--- src/shared/btth_pkg.sv ---
// target-termination handler: shared constants, register map and types
// assumes a single 100 MHz clock shared by the handler and its queue logic
package btth_pkg;
   // clock
   localparam int CLK_MHZ = 100;
   // register map, byte offsets on the plain register port
   localparam logic [7:0] OFS_CONTROL = 8'h04; // serr enable and friends
   localparam logic [7:0] OFS_STATUS = 8'h08; // sticky event bits, write one to clear
   localparam logic [7:0] OFS_RETRY_LIMIT = 8'h0C; // attempt ceiling, zero means 2**32
   localparam logic [7:0] OFS_EVENT_DISABLE = 8'h64; // system_error_event_disable
   // field positions
   localparam int CTL_SERR_EN_BIT = 8;
   localparam int DIS_POSTED_BIT = 2;
   localparam int DIS_DELAYED_BIT = 5;
   localparam int ST_RTA_BIT = 0; // target abort received on target side
   localparam int ST_STA_BIT = 1; // target abort signaled on initiator side
   localparam int ST_SSE_BIT = 2; // system error signaled on primary side
   localparam int ST_RMA_BIT = 3; // master abort received on target side
   localparam int ST_BUSY_BIT = 8; // attempt in flight, live
   // reset values
   localparam logic [31:0] RETRY_LIMIT_RST = 32'h0100_0000; // 2**24 attempts
   localparam logic [7:0] EVENT_DISABLE_RST = 8'h00;
   localparam logic [31:0] CONTROL_RST = 32'h0000_0000;
   // bus timing, in bus clocks
   localparam logic [2:0] DEVSEL_WAIT_CLKS = 3'h5;
   // bus commands
   localparam logic [3:0] CMD_MEM_WRITE = 4'h7;
   localparam logic [3:0] CMD_MEM_WRITE_INV = 4'hF;
   // queue slots
   localparam int SLOT_NUM = 4;
   localparam int SLOT_W = 2;
   // transaction kinds
   typedef enum logic [1:0] {K_DELAYED_WRITE, K_POSTED_WRITE, K_DELAYED_READ, K_UNUSED} btth_kind_t;
   // outcome of the latest attempt of a slot
   typedef enum logic [2:0] {R_PENDING, R_RETRY, R_NORMAL, R_DISC, R_TABORT, R_MABORT} btth_res_t;
   // what the master engine does with a slot after an attempt
   typedef enum logic [1:0] {A_NONE, A_AGAIN, A_DONE, A_DISCARD} btth_act_t;
   // answer to the original initiator's repeated request
   typedef enum logic [2:0] {P_NONE, P_RETRY, P_DATA_LAST, P_DATA_DISC, P_TABORT, P_MABORT} btth_resp_t;
   // attempt watcher states
   typedef enum logic [1:0] {ST_IDLE, ST_SELECT, ST_XFER} btth_state_t;
endpackage

--- src/core/btth_core.sv ---
// target-termination handler of the bridge's forwarding master
// assumes queue and master engine on CLK; target-bus pins arrive asynchronously
// How it works
// (RULE_01) delayed write repeats until data, abort
// (RULE_02) retried attempts capped, default 2**24
// (RULE_03) delayed write done: disconnect multi-phase initiator
// (RULE_04) pending delayed write answered with retry
// (RULE_05) delayed write abort: reflect, set both bits
// (RULE_06) delayed write limit raises system error
// (RULE_07) posted write results never reach initiator
// (RULE_08) posted retry reuses original start address
// (RULE_09) posted disconnect resumes at undelivered dword
// (RULE_10) partial invalidate write resumes as write
// (RULE_11) posted abort: status, optional system error
// (RULE_12) posted non-delivery limit raises system error
// (RULE_13) delayed read repeats until data, abort
// (RULE_14) delayed read retried, limit 2**24 default
// (RULE_15) read completion disconnect depends on prefetch
// (RULE_16) read disconnect reflected when more wanted
// (RULE_17) delayed read abort: reflect, set both bits
// (RULE_18) delayed read limit raises system error
// (RULE_19) no devsel in five clocks: master abort
// (RULE_20) per-slot attempt counter, cleared, then frozen
`timescale 1ns/100ps
module btth_core import btth_pkg::*; (
   // clock and reset
   input wire logic CLK,
   input wire logic SRST,
   // register port
   input wire logic [7:0] REG_ADDR,
   input wire logic [31:0] REG_WDATA,
   input wire logic REG_WR,
   input wire logic REG_RD,
   output logic [31:0] REG_RDATA,
   // transaction load from the queue
   input wire logic TXN_LOAD,
   input wire logic [1:0] TXN_SLOT,
   input wire logic [1:0] TXN_KIND,
   input wire logic [31:0] TXN_ADDR,
   input wire logic [3:0] TXN_CMD,
   input wire logic [7:0] TXN_DWORDS,
   input wire logic TXN_PREFETCH,
   // attempt announce from the master engine
   input wire logic ATT_START,
   input wire logic [1:0] ATT_SLOT,
   output logic [31:0] ATT_ADDR,
   output logic [3:0] ATT_CMD,
   // attempt outcome to the master engine
   output logic END_VALID,
   output logic [1:0] END_SLOT,
   output logic [1:0] END_ACTION,
   // repeated request from the original initiator
   input wire logic INIT_POLL,
   input wire logic [1:0] INIT_SLOT,
   input wire logic INIT_MORE,
   output logic INIT_RESP_VALID,
   output logic [2:0] INIT_RESP,
   // target-bus pins, observed only
   input wire logic T_FRAME_N,
   input wire logic T_IRDY_N,
   input wire logic T_TRDY_N,
   input wire logic T_STOP_N,
   input wire logic T_DEVSEL_N,
   // primary system error, open drain
   input wire logic PRIMARY_SYSTEM_ERROR_OUT_I_N,
   output logic PRIMARY_SYSTEM_ERROR_OUT_O_N,
   output logic PRIMARY_SYSTEM_ERROR_OUT_OE
);

   // register file
   logic [31:0] control_reg; // serr enable lives here
   logic [31:0] retry_limit_reg; // attempt ceiling
   logic [7:0] system_error_event_disable_reg;
   logic [3:0] status_reg; // sticky event bits
   // pin synchronisers: first stage read only by second
   logic [5:0] pin_s1_reg;
   logic [5:0] pin_s2_reg;
   logic frame_prev_reg; // for the assertion edge of frame
   // slot storage
   logic slot_valid[SLOT_NUM];
   btth_kind_t slot_kind[SLOT_NUM];
   logic [31:0] slot_addr[SLOT_NUM];
   logic [3:0] slot_cmd[SLOT_NUM];
   logic [7:0] slot_left[SLOT_NUM]; // dwords still buffered, posted only
   logic slot_pref[SLOT_NUM];
   btth_res_t slot_res[SLOT_NUM];
   logic [31:0] slot_cnt[SLOT_NUM]; // attempts sent back to try again: retries, and posted disconnects with data left
   // attempt watcher
   btth_state_t state_reg;
   logic armed_reg; // master engine announced an attempt
   logic [SLOT_W-1:0] cur_slot_reg;
   logic [2:0] sel_cnt_reg;
   logic [7:0] xfer_cnt_reg; // data phases of this attempt
   // output flops
   logic serr_reg;
   logic end_valid_reg;
   btth_act_t end_action_reg;
   logic [1:0] end_slot_reg;
   logic init_valid_reg;
   btth_resp_t init_resp_reg;
   logic [31:0] att_addr_reg;
   logic [3:0] att_cmd_reg;
   logic [31:0] rdata_reg;
   // combinational outcome
   logic term_ev;
   btth_res_t term_res;
   logic [7:0] n_xfer; // data phases including the ending one
   logic data_now;
   logic limit_hit;
   logic serr_fire;
   logic set_rta, set_sta, set_sse, set_rma;
   btth_act_t act_next;
   btth_resp_t resp_next;
   logic init_poll_done; // final answer retires the slot

   // synchronised pin view
   wire frame_n = pin_s2_reg[0];
   wire irdy_n = pin_s2_reg[1];
   wire trdy_n = pin_s2_reg[2];
   wire stop_n = pin_s2_reg[3];
   wire devsel_n = pin_s2_reg[4];
   wire serr_seen_n = pin_s2_reg[5];

   // true for the kinds whose outcome goes back to the initiator
   function automatic logic is_delayed(input btth_kind_t k);
      return (k == K_DELAYED_WRITE) || (k == K_DELAYED_READ);
   endfunction

   // next attempt count wraps at 2**32, so a ceiling of zero means 2**32
   function automatic logic at_limit(input logic [31:0] cnt, input logic [31:0] lim);
      return (cnt + 32'h0000_0001) == lim;
   endfunction

   // two flops on every pin before any logic looks at it
   always_ff @(posedge CLK) begin
      if (SRST) begin
         pin_s1_reg <= 6'h3F;
         pin_s2_reg <= 6'h3F;
         frame_prev_reg <= 1'b1;
      end else begin
         pin_s1_reg <= {PRIMARY_SYSTEM_ERROR_OUT_I_N, T_DEVSEL_N, T_STOP_N, T_TRDY_N, T_IRDY_N, T_FRAME_N};
         pin_s2_reg <= pin_s1_reg;
         frame_prev_reg <= frame_n;
      end
   end

   // termination decode while an attempt is watched
   always_comb begin
      term_ev = 1'b0;
      term_res = R_PENDING;
      data_now = (state_reg == ST_XFER) && !irdy_n && !trdy_n;
      n_xfer = xfer_cnt_reg + {7'h00, data_now};
      if (state_reg == ST_SELECT && devsel_n && sel_cnt_reg == DEVSEL_WAIT_CLKS - 3'h1) begin
         term_ev = 1'b1; // nobody claimed it
         term_res = R_MABORT; // RULE_19
      end else if (state_reg == ST_XFER) begin
         if (!stop_n && devsel_n) begin
            term_ev = 1'b1;
            term_res = R_TABORT;
         end else if (!stop_n) begin
            term_ev = 1'b1;
            term_res = (n_xfer == 8'h00) ? R_RETRY : R_DISC;
         end else if (frame_n && data_now) begin
            term_ev = 1'b1;
            term_res = R_NORMAL;
         end
      end
   end

   // decide follow-up, error events and status sets for an ending attempt
   always_comb begin
      act_next = A_NONE;
      limit_hit = at_limit(slot_cnt[cur_slot_reg], retry_limit_reg);
      serr_fire = 1'b0;
      set_rta = 1'b0;
      set_rma = 1'b0;
      set_sse = 1'b0;
      if (term_ev) begin
         if (slot_kind[cur_slot_reg] == K_POSTED_WRITE) begin
            unique case (term_res)
               R_NORMAL: act_next = A_DONE; // RULE_07
               R_TABORT: begin
                  act_next = A_DISCARD;
                  set_rta = 1'b1; // RULE_11
                  serr_fire = control_reg[CTL_SERR_EN_BIT]; // RULE_11
               end
               R_MABORT: begin
                  act_next = A_DISCARD; // buffered data dropped
                  set_rma = 1'b1;
               end
               default: begin
                  // retry or disconnect: anything left is tried again until the limit
                  if (term_res == R_DISC && slot_left[cur_slot_reg] == n_xfer) begin
                     act_next = A_DONE;
                  end else if (limit_hit) begin
                     act_next = A_DISCARD; // RULE_12
                     serr_fire = control_reg[CTL_SERR_EN_BIT] && !system_error_event_disable_reg[DIS_POSTED_BIT];
                  end else begin
                     act_next = A_AGAIN; // RULE_08 RULE_09
                  end
               end
            endcase
         end else begin
            unique case (term_res)
               R_RETRY: begin
                  if (limit_hit) begin
                     act_next = A_DISCARD; // RULE_02 RULE_14
                     // RULE_06 RULE_18
                     serr_fire = control_reg[CTL_SERR_EN_BIT] && !system_error_event_disable_reg[DIS_DELAYED_BIT];
                  end else begin
                     act_next = A_AGAIN; // RULE_01 RULE_13
                  end
               end
               R_TABORT: begin
                  act_next = A_DONE;
                  set_rta = 1'b1; // RULE_05 RULE_17
               end
               R_MABORT: begin
                  act_next = A_DONE;
                  set_rma = 1'b1;
               end
               default: act_next = A_DONE; // data moved: RULE_01 RULE_13
            endcase
         end
      end
      set_sse = serr_fire;
   end

   // answer to a repeated request; posted slots never answer
   always_comb begin
      resp_next = P_NONE;
      set_sta = 1'b0;
      if (INIT_POLL && slot_valid[INIT_SLOT] && is_delayed(slot_kind[INIT_SLOT])) begin // RULE_07
         unique case (slot_res[INIT_SLOT])
            R_PENDING, R_RETRY: resp_next = P_RETRY; // RULE_04
            R_TABORT: begin
               resp_next = P_TABORT; // RULE_05 RULE_17
               set_sta = 1'b1;
            end
            R_MABORT: resp_next = P_MABORT; // no devsel given back
            R_NORMAL: begin
               if (slot_kind[INIT_SLOT] == K_DELAYED_READ && !slot_pref[INIT_SLOT]) begin
                  resp_next = P_DATA_DISC; // RULE_15
               end else begin
                  resp_next = INIT_MORE ? P_DATA_DISC : P_DATA_LAST; // RULE_03 RULE_15
               end
            end
            default: resp_next = INIT_MORE ? P_DATA_DISC : P_DATA_LAST; // RULE_03 RULE_16
         endcase
      end
   end

   // attempt watcher: frame edge, devsel window, data phases
   always_ff @(posedge CLK) begin
      if (SRST) begin
         state_reg <= ST_IDLE;
         armed_reg <= 1'b0;
         cur_slot_reg <= '0;
         sel_cnt_reg <= 3'h0;
         xfer_cnt_reg <= 8'h00;
      end else begin
         if (ATT_START) begin
            armed_reg <= 1'b1;
            cur_slot_reg <= ATT_SLOT;
         end
         unique case (state_reg)
            ST_IDLE: begin
               // a frame only counts once the engine has announced it
               if (armed_reg && !ATT_START && !frame_n && frame_prev_reg) begin
                  armed_reg <= 1'b0;
                  state_reg <= ST_SELECT;
                  sel_cnt_reg <= 3'h0;
                  xfer_cnt_reg <= 8'h00;
               end
            end
            ST_SELECT: begin
               if (!devsel_n) begin
                  state_reg <= ST_XFER;
               end else if (term_ev) begin
                  state_reg <= ST_IDLE; // RULE_19
               end else begin
                  sel_cnt_reg <= sel_cnt_reg + 3'h1;
               end
            end
            ST_XFER: begin
               xfer_cnt_reg <= n_xfer;
               if (term_ev) begin
                  state_reg <= ST_IDLE;
               end
            end
            default: state_reg <= ST_IDLE;
         endcase
      end
   end

   // slot storage: load, attempt results, final answer frees delayed slots
   always_ff @(posedge CLK) begin
      if (SRST) begin
         for (int i = 0; i < SLOT_NUM; i++) begin
            slot_valid[i] <= 1'b0;
            slot_kind[i] <= K_UNUSED;
            slot_addr[i] <= 32'h0000_0000;
            slot_cmd[i] <= 4'h0;
            slot_left[i] <= 8'h00;
            slot_pref[i] <= 1'b0;
            slot_res[i] <= R_PENDING;
            slot_cnt[i] <= 32'h0000_0000;
         end
      end else begin
         if (init_poll_done) begin
            slot_valid[INIT_SLOT] <= 1'b0; // answered: stop counting, RULE_20
         end
         if (term_ev && slot_valid[cur_slot_reg]) begin
            slot_res[cur_slot_reg] <= term_res;
            if (act_next == A_AGAIN) begin
               slot_cnt[cur_slot_reg] <= slot_cnt[cur_slot_reg] + 32'h0000_0001; // RULE_02 RULE_20
            end
            if (act_next == A_DISCARD || (act_next == A_DONE && slot_kind[cur_slot_reg] == K_POSTED_WRITE)) begin
               slot_valid[cur_slot_reg] <= 1'b0; // RULE_20
            end
            if (slot_kind[cur_slot_reg] == K_POSTED_WRITE && term_res == R_DISC) begin
               slot_addr[cur_slot_reg] <= slot_addr[cur_slot_reg] + {22'h00_0000, n_xfer, 2'h0}; // RULE_09
               slot_left[cur_slot_reg] <= slot_left[cur_slot_reg] - n_xfer;
               if (slot_cmd[cur_slot_reg] == CMD_MEM_WRITE_INV) begin
                  slot_cmd[cur_slot_reg] <= CMD_MEM_WRITE; // RULE_10
               end
            end
         end
         if (TXN_LOAD) begin
            slot_valid[TXN_SLOT] <= 1'b1;
            slot_kind[TXN_SLOT] <= btth_kind_t'(TXN_KIND);
            slot_addr[TXN_SLOT] <= TXN_ADDR;
            slot_cmd[TXN_SLOT] <= TXN_CMD;
            slot_left[TXN_SLOT] <= TXN_DWORDS;
            slot_pref[TXN_SLOT] <= TXN_PREFETCH;
            slot_res[TXN_SLOT] <= R_PENDING;
            slot_cnt[TXN_SLOT] <= 32'h0000_0000; // RULE_20
         end
      end
   end

   // a final answer retires the delayed slot
   assign init_poll_done = (resp_next != P_NONE) && (resp_next != P_RETRY);

   // engine-facing outputs: attempt address and command, outcome pulse
   always_ff @(posedge CLK) begin
      if (SRST) begin
         att_addr_reg <= 32'h0000_0000;
         att_cmd_reg <= 4'h0;
         end_valid_reg <= 1'b0;
         end_action_reg <= A_NONE;
         end_slot_reg <= '0;
      end else begin
         if (ATT_START) begin
            att_addr_reg <= slot_addr[ATT_SLOT]; // RULE_08 RULE_09
            att_cmd_reg <= slot_cmd[ATT_SLOT]; // RULE_10
         end
         end_valid_reg <= term_ev;
         end_action_reg <= act_next;
         end_slot_reg <= cur_slot_reg;
      end
   end

   // initiator-facing answer, one cycle after the poll
   always_ff @(posedge CLK) begin
      if (SRST) begin
         init_valid_reg <= 1'b0;
         init_resp_reg <= P_NONE;
      end else begin
         init_valid_reg <= INIT_POLL;
         init_resp_reg <= resp_next;
      end
   end

   // system error: one-clock low drive, as pci expects of serr
   always_ff @(posedge CLK) begin
      if (SRST) begin
         serr_reg <= 1'b0;
      end else begin
         serr_reg <= serr_fire; // RULE_06 RULE_11 RULE_12 RULE_18
      end
   end

   // software registers; a hardware set beats a same-cycle clear
   always_ff @(posedge CLK) begin
      if (SRST) begin
         control_reg <= CONTROL_RST;
         retry_limit_reg <= RETRY_LIMIT_RST;
         system_error_event_disable_reg <= EVENT_DISABLE_RST;
         status_reg <= 4'h0;
      end else begin
         if (REG_WR && REG_ADDR == OFS_CONTROL) begin
            control_reg <= REG_WDATA;
         end
         if (REG_WR && REG_ADDR == OFS_RETRY_LIMIT) begin
            retry_limit_reg <= REG_WDATA; // RULE_02
         end
         if (REG_WR && REG_ADDR == OFS_EVENT_DISABLE) begin
            system_error_event_disable_reg <= REG_WDATA[7:0];
         end
         status_reg <= (status_reg & ~((REG_WR && REG_ADDR == OFS_STATUS) ? REG_WDATA[3:0] : 4'h0))
            | {set_rma, set_sse, set_sta, set_rta};
      end
   end

   // read data, valid only the cycle after the strobe; unmapped reads zero
   always_ff @(posedge CLK) begin
      if (SRST) begin
         rdata_reg <= 32'h0000_0000;
      end else begin
         rdata_reg <= 32'h0000_0000;
         if (REG_RD) begin
            unique case (REG_ADDR)
               OFS_CONTROL: rdata_reg <= control_reg;
               OFS_STATUS: begin
                  rdata_reg[3:0] <= status_reg;
                  rdata_reg[ST_BUSY_BIT] <= (state_reg != ST_IDLE);
                  rdata_reg[ST_BUSY_BIT + 1] <= !serr_seen_n; // line seen low
               end
               OFS_RETRY_LIMIT: rdata_reg <= retry_limit_reg;
               OFS_EVENT_DISABLE: rdata_reg[7:0] <= system_error_event_disable_reg;
               default: rdata_reg <= 32'h0000_0000;
            endcase
         end
      end
   end

   // ports straight from flops, except the serr data tied low
   assign REG_RDATA = rdata_reg;
   assign ATT_ADDR = att_addr_reg;
   assign ATT_CMD = att_cmd_reg;
   assign END_VALID = end_valid_reg;
   assign END_SLOT = end_slot_reg;
   assign END_ACTION = end_action_reg;
   assign INIT_RESP_VALID = init_valid_reg;
   assign INIT_RESP = init_resp_reg;
   assign PRIMARY_SYSTEM_ERROR_OUT_O_N = 1'b0; // open drain: only ever pulls low
   assign PRIMARY_SYSTEM_ERROR_OUT_OE = serr_reg;
endmodule

--- config.mk ---
export PLATFORM = sky130hd
export DESIGN_NAME = btth_core
export DESIGN_NICKNAME = d
export VERILOG_FILES = /design/src/shared/btth_pkg.sv /design/src/core/btth_core.sv
export SDC_FILE = /design/constraint.sdc
export NUM_CORES = 1
export LEC_CHECK = 0
export ABC_AREA = 1
export BUFFER_PORTS_ARGS = -buffer_cell sky130_fd_sc_hd__buf_2
export CAP_MARGIN = 20
export CORE_ASPECT_RATIO = 0.75
export CORE_MARGIN = 10
export CORE_UTILIZATION = 47
export DETAILED_ROUTE_END_ITERATION = 8
export RECOVER_POWER = 50
export SKIP_CTS_REPAIR_TIMING = 1
export SLEW_MARGIN = 20
export SYNTH_ARGS = -nofsm -noshare
export SYNTH_HDL_FRONTEND = slang
export SYNTH_SLANG_ARGS = --single-unit
--- constraint.sdc ---
create_clock -name CLK -period 6.87 [get_ports CLK]
set_input_delay 0.687 -clock CLK [delete_from_list [all_inputs] [get_ports CLK]]
set_output_delay 0.687 -clock CLK [all_outputs]
set_load 0.02 [all_outputs]
# == After elaboration in Yosys (flattened, before gate mapping) ==
# Memories as Yosys holds them, arrays and structs flattened. A register that Yosys moved wholly into a read port is not among the register bits.
# Cells that the tools add are included.
# totals
register_bits,147
ramBits,332
inputBits,107
out_inout_bits,79
elab_cells,264
mem_count,8
# mem_list
name,depth,width,read_ports,rd_ports_with_merged_regs,wr,line_no,source
slot_addr,4,32,2,2,4,btth_core.sv:82,logic [31:0] slot_addr[SLOT_NUM];
slot_cnt,4,32,1,1,4,btth_core.sv:87,logic [31:0] slot_cnt[SLOT_NUM];
slot_left,4,8,1,1,4,btth_core.sv:84,logic [7:0] slot_left[SLOT_NUM];
slot_cmd,4,4,2,2,4,btth_core.sv:83,logic [3:0] slot_cmd[SLOT_NUM];
slot_res,4,3,1,0,4,btth_core.sv:86,btth_res_t slot_res[SLOT_NUM];
slot_kind,4,2,2,1,4,btth_core.sv:81,btth_kind_t slot_kind[SLOT_NUM];
2 more memories,-,-,-,-,-,-,
# op_classes
add_sub_neg,5
n_eq_ne,28
muxes,137
n_bitwise,4
reduce_logical,63
# ops
operator,n
2-to-1 mux 32 bit,4
OR reduction 32 bit,4
2-to-1 mux 2 bit,39
2-to-1 mux 1 bit,69
one-hot mux 22 bit (2 select lines),1
"adder 32 x 1 -> 32 bit, second input constant",1
adder 32 x 10 -> 32 bit,1
equality test 32 bit,1
2-to-1 mux 3 bit,9
2-to-1 mux 8 bit,3
logical AND 1 bit,23
"equality test 8 x 4 -> 1 bit, second input constant",2
one-hot mux 4 bit (4 select lines),1
one-hot mux 8 bit (2 select lines),1
OR reduction 8 bit,2
"equality test 3 bit, second input constant",5
2-to-1 mux 4 bit,3
one-hot mux 2 bit (3 select lines),2
one-hot mux 3 bit (4 select lines),1
one-hot mux 4 bit (3 select lines),1
OR reduction 2 bit,5
"equality test 3 x 2 -> 1 bit, second input constant",3
logical NOT 1 bit,9
adder 8 x 1 -> 8 bit,1
other kinds (29),46

# == Depth between registers and ports, before layout ==
# Gate-level depths: netlist (run 1).
# depth
word_depth,25
mapped_depth,32
depth_no_buf,29

# == Least setup slack after synthesis (run 1) ==
# No wires, ideal clock.
# synth_timing
path_type,register to register
from,register state_reg[1]
to,"memory slot_addr[1][0], enable pin"
setup_ns,0.493
arrival_time_ns,5.111
t_required_ns,6.377
setup_slack_ns,1.266
stages_incl_launch_ff,16
path_buffers,0
synth_period_minus_slack_ns,5.604
path_cell_list,dfxtp_1 inv_1 nor2_2 inv_1 nor3_1 ha_1 ha_1 nand2_1 nor3_1 xor2_1 nor3_1 nand3_1 nand2_1 nor3_1 inv_1 o21ai_0
# synth_rtl
element,line_no,source
"start, declared",btth_core.sv:89,btth_state_t state_reg;
"start signal, assigned",btth_core.sv:256,state_reg <= ST_IDLE;
"start signal, assigned",btth_core.sv:271,state_reg <= ST_SELECT;
"start signal, assigned",btth_core.sv:278,state_reg <= ST_XFER;
"end, declared",btth_core.sv:82,

==> results of run 1 <==
layout make-up:
cell class / instances / area, µm² / area share [%]
Sequential cell: 517 / 12200 / 39.7
Tap cell: 790 / 988 / 3.20
Clock buffer: 74 / 1550 / 5.02
Clock inverter: 24 / 297 / 0.961
Inverter: 464 / 1750 / 5.67
Timing Repair Buffer: 236 / 1190 / 3.86
Antenna cell: 2 / 5.00 / 0.0162
Multi-Input combinational cell: 2749 / 12800 / 41.6
worst max-delay path: stages:
cell and delay [ns]:
clkbuf_1 0.09, clkinvlp_2 1.19, nand2_1 0.74, nor3_1 0.46, clkbuf_1 1.78, nor2_1 0.29, o21ai_2 0.61, buf_4 0.55
per-layer routing:
layer	GRT usage (%)	share of wire [%]	vias up
met3	8.14	12	124
met1	42.1	48	12400
met5	0	0	-
met4	7.17	2.1	0
li1	-	-	13100
met2	35.6	38	1316
synthesized netlist by cell type, types with 3 or more instances:
library cell,number
a211oi_1,4
a21oi_1,203
a221oi_1,5
a32oi_1,18
and2_1,3
buf_1,10
buf_2,38
buf_4,20
buf_6,12
clkbuf_1,141
clkinv_1,5
dfxtp_1,329
edfxtp_1,188
ha_1,20
inv_1,454
inv_2,5
nand2_1,807
nand2_2,3
nand3_1,277
nand3b_1,5
nand4_1,20
nor2_1,681
nor2_2,22
nor2_4,3
nor3_1,121
nor4_1,9
o211ai_1,37
o21a_1,13
o21ai_0,288
o21bai_2,3
o221ai_1,16
o22ai_1,141
or2_2,20
xor2_1,8
cells in the final DEF, fill, tap and decap left out, types with 4 or more instances in the layout:
cell	n
nand2_1	806
nor2_1	678
inv_1	450
dfxtp_1	327
o21ai_0	286
nand3_1	277
a21oi_1	203
edfxtp_1	188
o22ai_1	141
nor3_1	121
buf_2	105
clkbuf_1	97
clkbuf_16	56
buf_4	42
o211ai_1	37
nor2_2	24
or2_2	20
nand4_1	20
ha_1	20
a32oi_1	18
o221ai_1	16
o21a_1	13
clkinv_2	11
nor4_1	9
xor2_1	8
clkbuf_8	8
inv_2	7
bufinv_16	6
clkinv_1	5
nand3b_1	5
a221oi_1	5
nand2_2	4
a211oi_1	4
nor2_4	4
logic make-up after synthesis:
family,count (synthesis)
other cells,1
fa+ha+maj,22
compound gates,740
xor+xnor,10
simple gates,1976
buf+inv,685
flops,517
metrics by stage:
stage	cells	total power [mW]	worst slack (ns)	cell area, µm²	util, %
2_1_floorplan	3951	3.84	1.27	27800	-
3_3_place_gp	4755	4.10	1.74	29200	49.6
3_5_place_dp	4756	4.11	1.58	29200	49.7
4_1_cts	4854	7.18	1.56	31000	52.8
5_1_grt	4855	7.37	0.351	30900	52.5
6_report	4856	7.15	0.663	30900	52.5
path summary, 6_finish.rpt:
kind	endpoint	slack (ns)	cells after the start
hold / removal	pin_s1_reg[2]	0.25	2
setup / recovery	slot_addr[2][10]	0.66	8
setup reg to reg	slot_addr[3][27]	1.11	16
hold reg to reg	pin_s2_reg[0]	0.41	1
report_power, final:
part,switching [mW],internal (mW)
clock,1.29,1.80
combinational,0.547,0.189
sequential,0.0533,3.26
total,1.89,5.26
==> flow_metrics.tcl, run 1 <==
set metrics [dict create \
    outcome "finished with violations" \
    violations "capacitance limit, slew limit" \
    peakVddDrop_uv 184 \
    grt_pass1_vias 24400 \
    grt_pass1_wl_mm 149 \
    setup_viol 0 \
    wirelength_mm 98.6 \
    holdWs_ns 0.254 \
    drive_gt1_share_pct 7.65 \
    gr-total-overflow 0 \
    synthDominantCellAreaShare_pct 23.7 \
    nNetsFinal 4150 \
    first_pass_iters 6 \
    clock_latency_ns 0.62 \
    cts_tree "done" \
    rsz0062_at_grt "no" \
    synth-simple-area-share_pct 29.4 \
    vias 27000 \
    numCtsBuffers 53 \
    clock_sinks 517 \
    syn_area_per_cell_um2 7.04 \
    syn_nets 4080 \
    min_from "T_TRDY_N" \
    worst-path-max-fanout 41 \
    core_mm2 0.0588 \
    min_path_type "input port to flip-flop" \
    nFillCells 5964 \
    dieHeight_um 231 \
    ios 186 \
    async_reset_ff_share_pct 0 \
    synthMuxAreaShare_pct 0 \
    ys_types 51 \
    synthCells 3951 \
    syn-cell-area_mm2 0.0278 \
    top_regs "slot_addr x128, slot_cnt x128" \
    tightestPinTransition_ns 2.98 \
    synth_top_family_by_area "simple AND/OR/NAND/NOR gates" \
    startpoint "SRST" \
    area_growth_pct 10.9 \
    synth_compound_area_share_pct 15.2 \
    ys_ff_latch 517 \
    yosys.area.top_type "dfxtp_1" \
    post-route-min-period_ns 6.21 \
    antenna_found_initial 4 \
    critPathArrivalTime_ns 6.47 \
    cts_root_buffer "clkbuf_16" \
    ant_nets 0 \
    fp-row-count 77 \
    portBuffers 184 \
    yosysSeqAreaShare_pct 44.0 \
    routed_via_density 5.56 \
    synth_xor_area_share_pct 0.364 \
    grt_usage_pct 27.3 \
    relSlewSlack_pct -98.9 \
    fin_tns_setup_ns 0 \
    wl_per_cell_um 20.3 \
    finalWeightedCongestion 0.986 \
    ys_warn_count 0 \
    slew_viol_final 355 \
    synth-main-ff-cell "dfxtp_1" \
    p_per_area_mw_per_mm2 232 \
    rr_startpoint "state_reg[1]" \
    synth_area_leaders "dfxtp_1, edfxtp_1, nand2_1" \
    synth_edf_count 188 \
    die_x_um 301 \
    path_class "input port to flip-flop" \
    drt-initial-drc-count 3435 \
    fin_skew_ns 0.0273 \
    synthAdderAreaFrac_pct 1.04 \
    cp-end-kind "flip-flop" \
    cp-start-kind "input port" \
    grt_max_degree 80 \
    critPathRequiredTime_ns 7.13 \
    clock_path_buffers 3 \
    max_freq_mhz 161 \
    die_area_mm2 0.0694 \
    dp_hpwl_mm 67.3 \
    finalHoldViolCount 0 \
    drc_errors 0 \
    htree_levels 2 \
    period_share_pct 90.3 \
    drv_cap 8 \
    cts.clk_slew.worst_paths_ns 0.06 \
    start_util_pct 47.3 \
    leakage_nw 12.3 \
]
Power figures use the tool's default switching activity.
==> run 2, diff against run 1 <==
--- a/config.mk
+++ b/config.mk
@@ -6,7 +6,7 @@
 export NUM_CORES = 1
 export LEC_CHECK = 0
 export ABC_AREA = 1
-export BUFFER_PORTS_ARGS = -buffer_cell sky130_fd_sc_hd__buf_2
+export BUFFER_PORTS_ARGS = -buffer_cell sky130_fd_sc_hd__buf_4
 export CAP_MARGIN = 20
 export CORE_ASPECT_RATIO = 0.75
 export CORE_MARGIN = 10
==> run 2 against run 1 <==
Effect of this change: the run still ends with capacitance limit, slew limit left; hold slack better by 0.0025 ns; highest routed layer is now met5; combinational power is 3.1% higher; fmax is 1.2% higher; largest power group unchanged; cell count down 0.19%; non-clock buffer count shrank 5; critical path depth unchanged; first-iteration DRC count shrank 4.5%.
==> flow_metrics.tcl, run 2 (synthesis gave the netlist of run 1 again) <==
set metrics [dict create \
    drv_cap 7 \
    htree_levels 2 \
    dp.cells 4750 \
    first_pass_iters 7 \
    crit_top_cell "clkbuf_1" \
    p_per_area_mw_per_mm2 228 \
    cts_root_buffer "clkbuf_16" \
    critPathRequiredTime_ns 7.15 \
    leakage_nw 12.4 \
    layout_commonest_cell "nand2_1" \
    worst-path-max-fanout 54 \
    clock_path_buffers 3 \
    clock_sinks 517 \
    ant_nets 0 \
    outcome "finished with violations" \
    crit_buf_inv 4 \
    path_class "input port to flip-flop" \
    mostFrequentLayoutCells "nand2_1, nor2_1, inv_1" \
    slowest_stage "clkbuf_1" \
    finalHoldViolCount 0 \
    tightestPinTransition_ns 2.91 \
    top_regs "slot_addr x128, slot_cnt x128" \
    critical_path.max_stage_delay_ns 1.81 \
    cp_top_family "buffers and inverters" \
    cts_tree "done" \
    rsz0062_at_grt "no" \
    wl_per_cell_um 20.8 \
    slew_viol_final 288 \
    peakVddDrop_uv 188 \
    grt_pass1_vias 24200 \
    dp_hpwl_mm 68.2 \
    nNetsFinal 4145 \
    start_util_pct 47.3 \
    drt-initial-drc-count 3282 \
    clock_latency_ns 0.61 \
    gr-total-overflow 0 \
    dieHeight_um 231 \
    routed_via_density 5.62 \
    violations "capacitance limit, slew limit" \
    portBuffers 184 \
    post-route-min-period_ns 6.13 \
    cp-end-kind "flip-flop" \
    grt_pass1_wl_mm 151 \
    finalWeightedCongestion 0.997 \
    grt_usage_pct 27.8 \
    numCtsBuffers 53 \
    drive_gt1_share_pct 7.64 \
    area_growth_pct 11.7 \
    vias 27200 \
    fin_skew_ns 0.0188 \
    cts.clk_slew.worst_paths_ns 0.06 \
    die_x_um 301 \
    ios 186 \
    fp-row-count 77 \
    critPathArrivalTime_ns 6.41 \
    cp_cell_sequence "clkbuf_1, inv_4, nand2_1, nor3_1, clkbuf_1, nor2_1, o21ai_4, buf_4" \
    instances_no_fill 4847 \
    grt_max_degree 81 \
    wirelength_mm 101 \
    min_path_type "input port to flip-flop" \
    die_area_mm2 0.0694 \
    drc_errors 0 \
    setup_viol 0 \
    core_mm2 0.0588 \
    relSlewSlack_pct -93.8 \
    max_freq_mhz 163 \
    period_share_pct 89.3 \
    cp-start-kind "input port" \
    fin_tns_setup_ns 0 \
    n_antenna_cell 0 \
    antenna_found_initial 1 \
]
## run 2: cell types whose count changed in the layout (fill, tap and decap cells not counted), sizes merged
cell | before | now
buf | 148 | 143
inv | 461 | 464
clkinv | 18 | 15
diode | 2 | 0
clkinvlp | 3 | 2
bufinv | 6 | 5
## run 2: power breakdown
| group | total, mW | internal, mW | switching, mW |
|---|---|---|---|
| combinational | 0.759 | 0.206 | 0.553 |
| clock | 3.03 | 1.75 | 1.28 |
| sequential | 3.31 | 3.26 | 0.0501 |
## run 2: layout make-up
type | count | area, µm²
clock buffers | 74 | 1540
fillers | 5910 | 27700
multi-input cells | 2749 | 12900
clock inverters | 22 | 259
inverters | 464 | 1750
flip-flops and latches | 517 | 12200
repair buffers | 231 | 1460
well taps | 790 | 988
## run 2: path summary, 6_finish.rpt
| path | start | endpoint | slack, ns | depth (start not counted) |
|---|---|---|---|---|
| worst max-delay path | SRST | slot_addr[2][6] | 0.74 | 8 |
| worst min-delay path | T_STOP_N | pin_s1_reg[3] | 0.26 | 2 |
| worst max register to register | state_reg[1] | slot_addr[2][30] | 1.24 | 25 |
| worst min register to register | pin_s1_reg[4] | pin_s2_reg[4] | 0.40 | 1 |
## run 2: worst reg2reg max path: cells and delay by family, from the launching register on
family	cells	cell delay (ns)
XOR/XNOR	1	0.42
AO/OA/AOI/OAI	3	0.96
adder cells (fa/ha/maj)	3	0.67
flip-flops	1	0.37
AND/OR/NAND/NOR	14	2.53
buffers and inverters	4	0.36
## run 2: per-stage QoR
step / power (mW) / cell area [µm²] / worst slack [ns] / hold WS, ns / utilization (%)
detailed placement: 4.13 / 29600 / 1.48 / 0.393 / 50.4
global route: 7.31 / 31100 / 0.436 / 0.245 / 52.9
floorplan: 3.84 / 27800 / 1.27 / 0.389 / -
finish: 7.10 / 31100 / 0.735 / 0.257 / 52.9
CTS: 7.13 / 31400 / 1.47 / 0.231 / 53.4
global placement: 4.13 / 29600 / 1.61 / 0.392 / 50.4
## run 2: layer usage
layer | GRT usage (%) | vias up | wire length (µm)
met5 | 0 | - | 13
met4 | 5.64 | 2 | 1650
li1 | - | 13100 | -
met2 | 37.5 | 1413 | 39000
met3 | 8.25 | 118 | 12600
met1 | 42.6 | 12600 | 47600
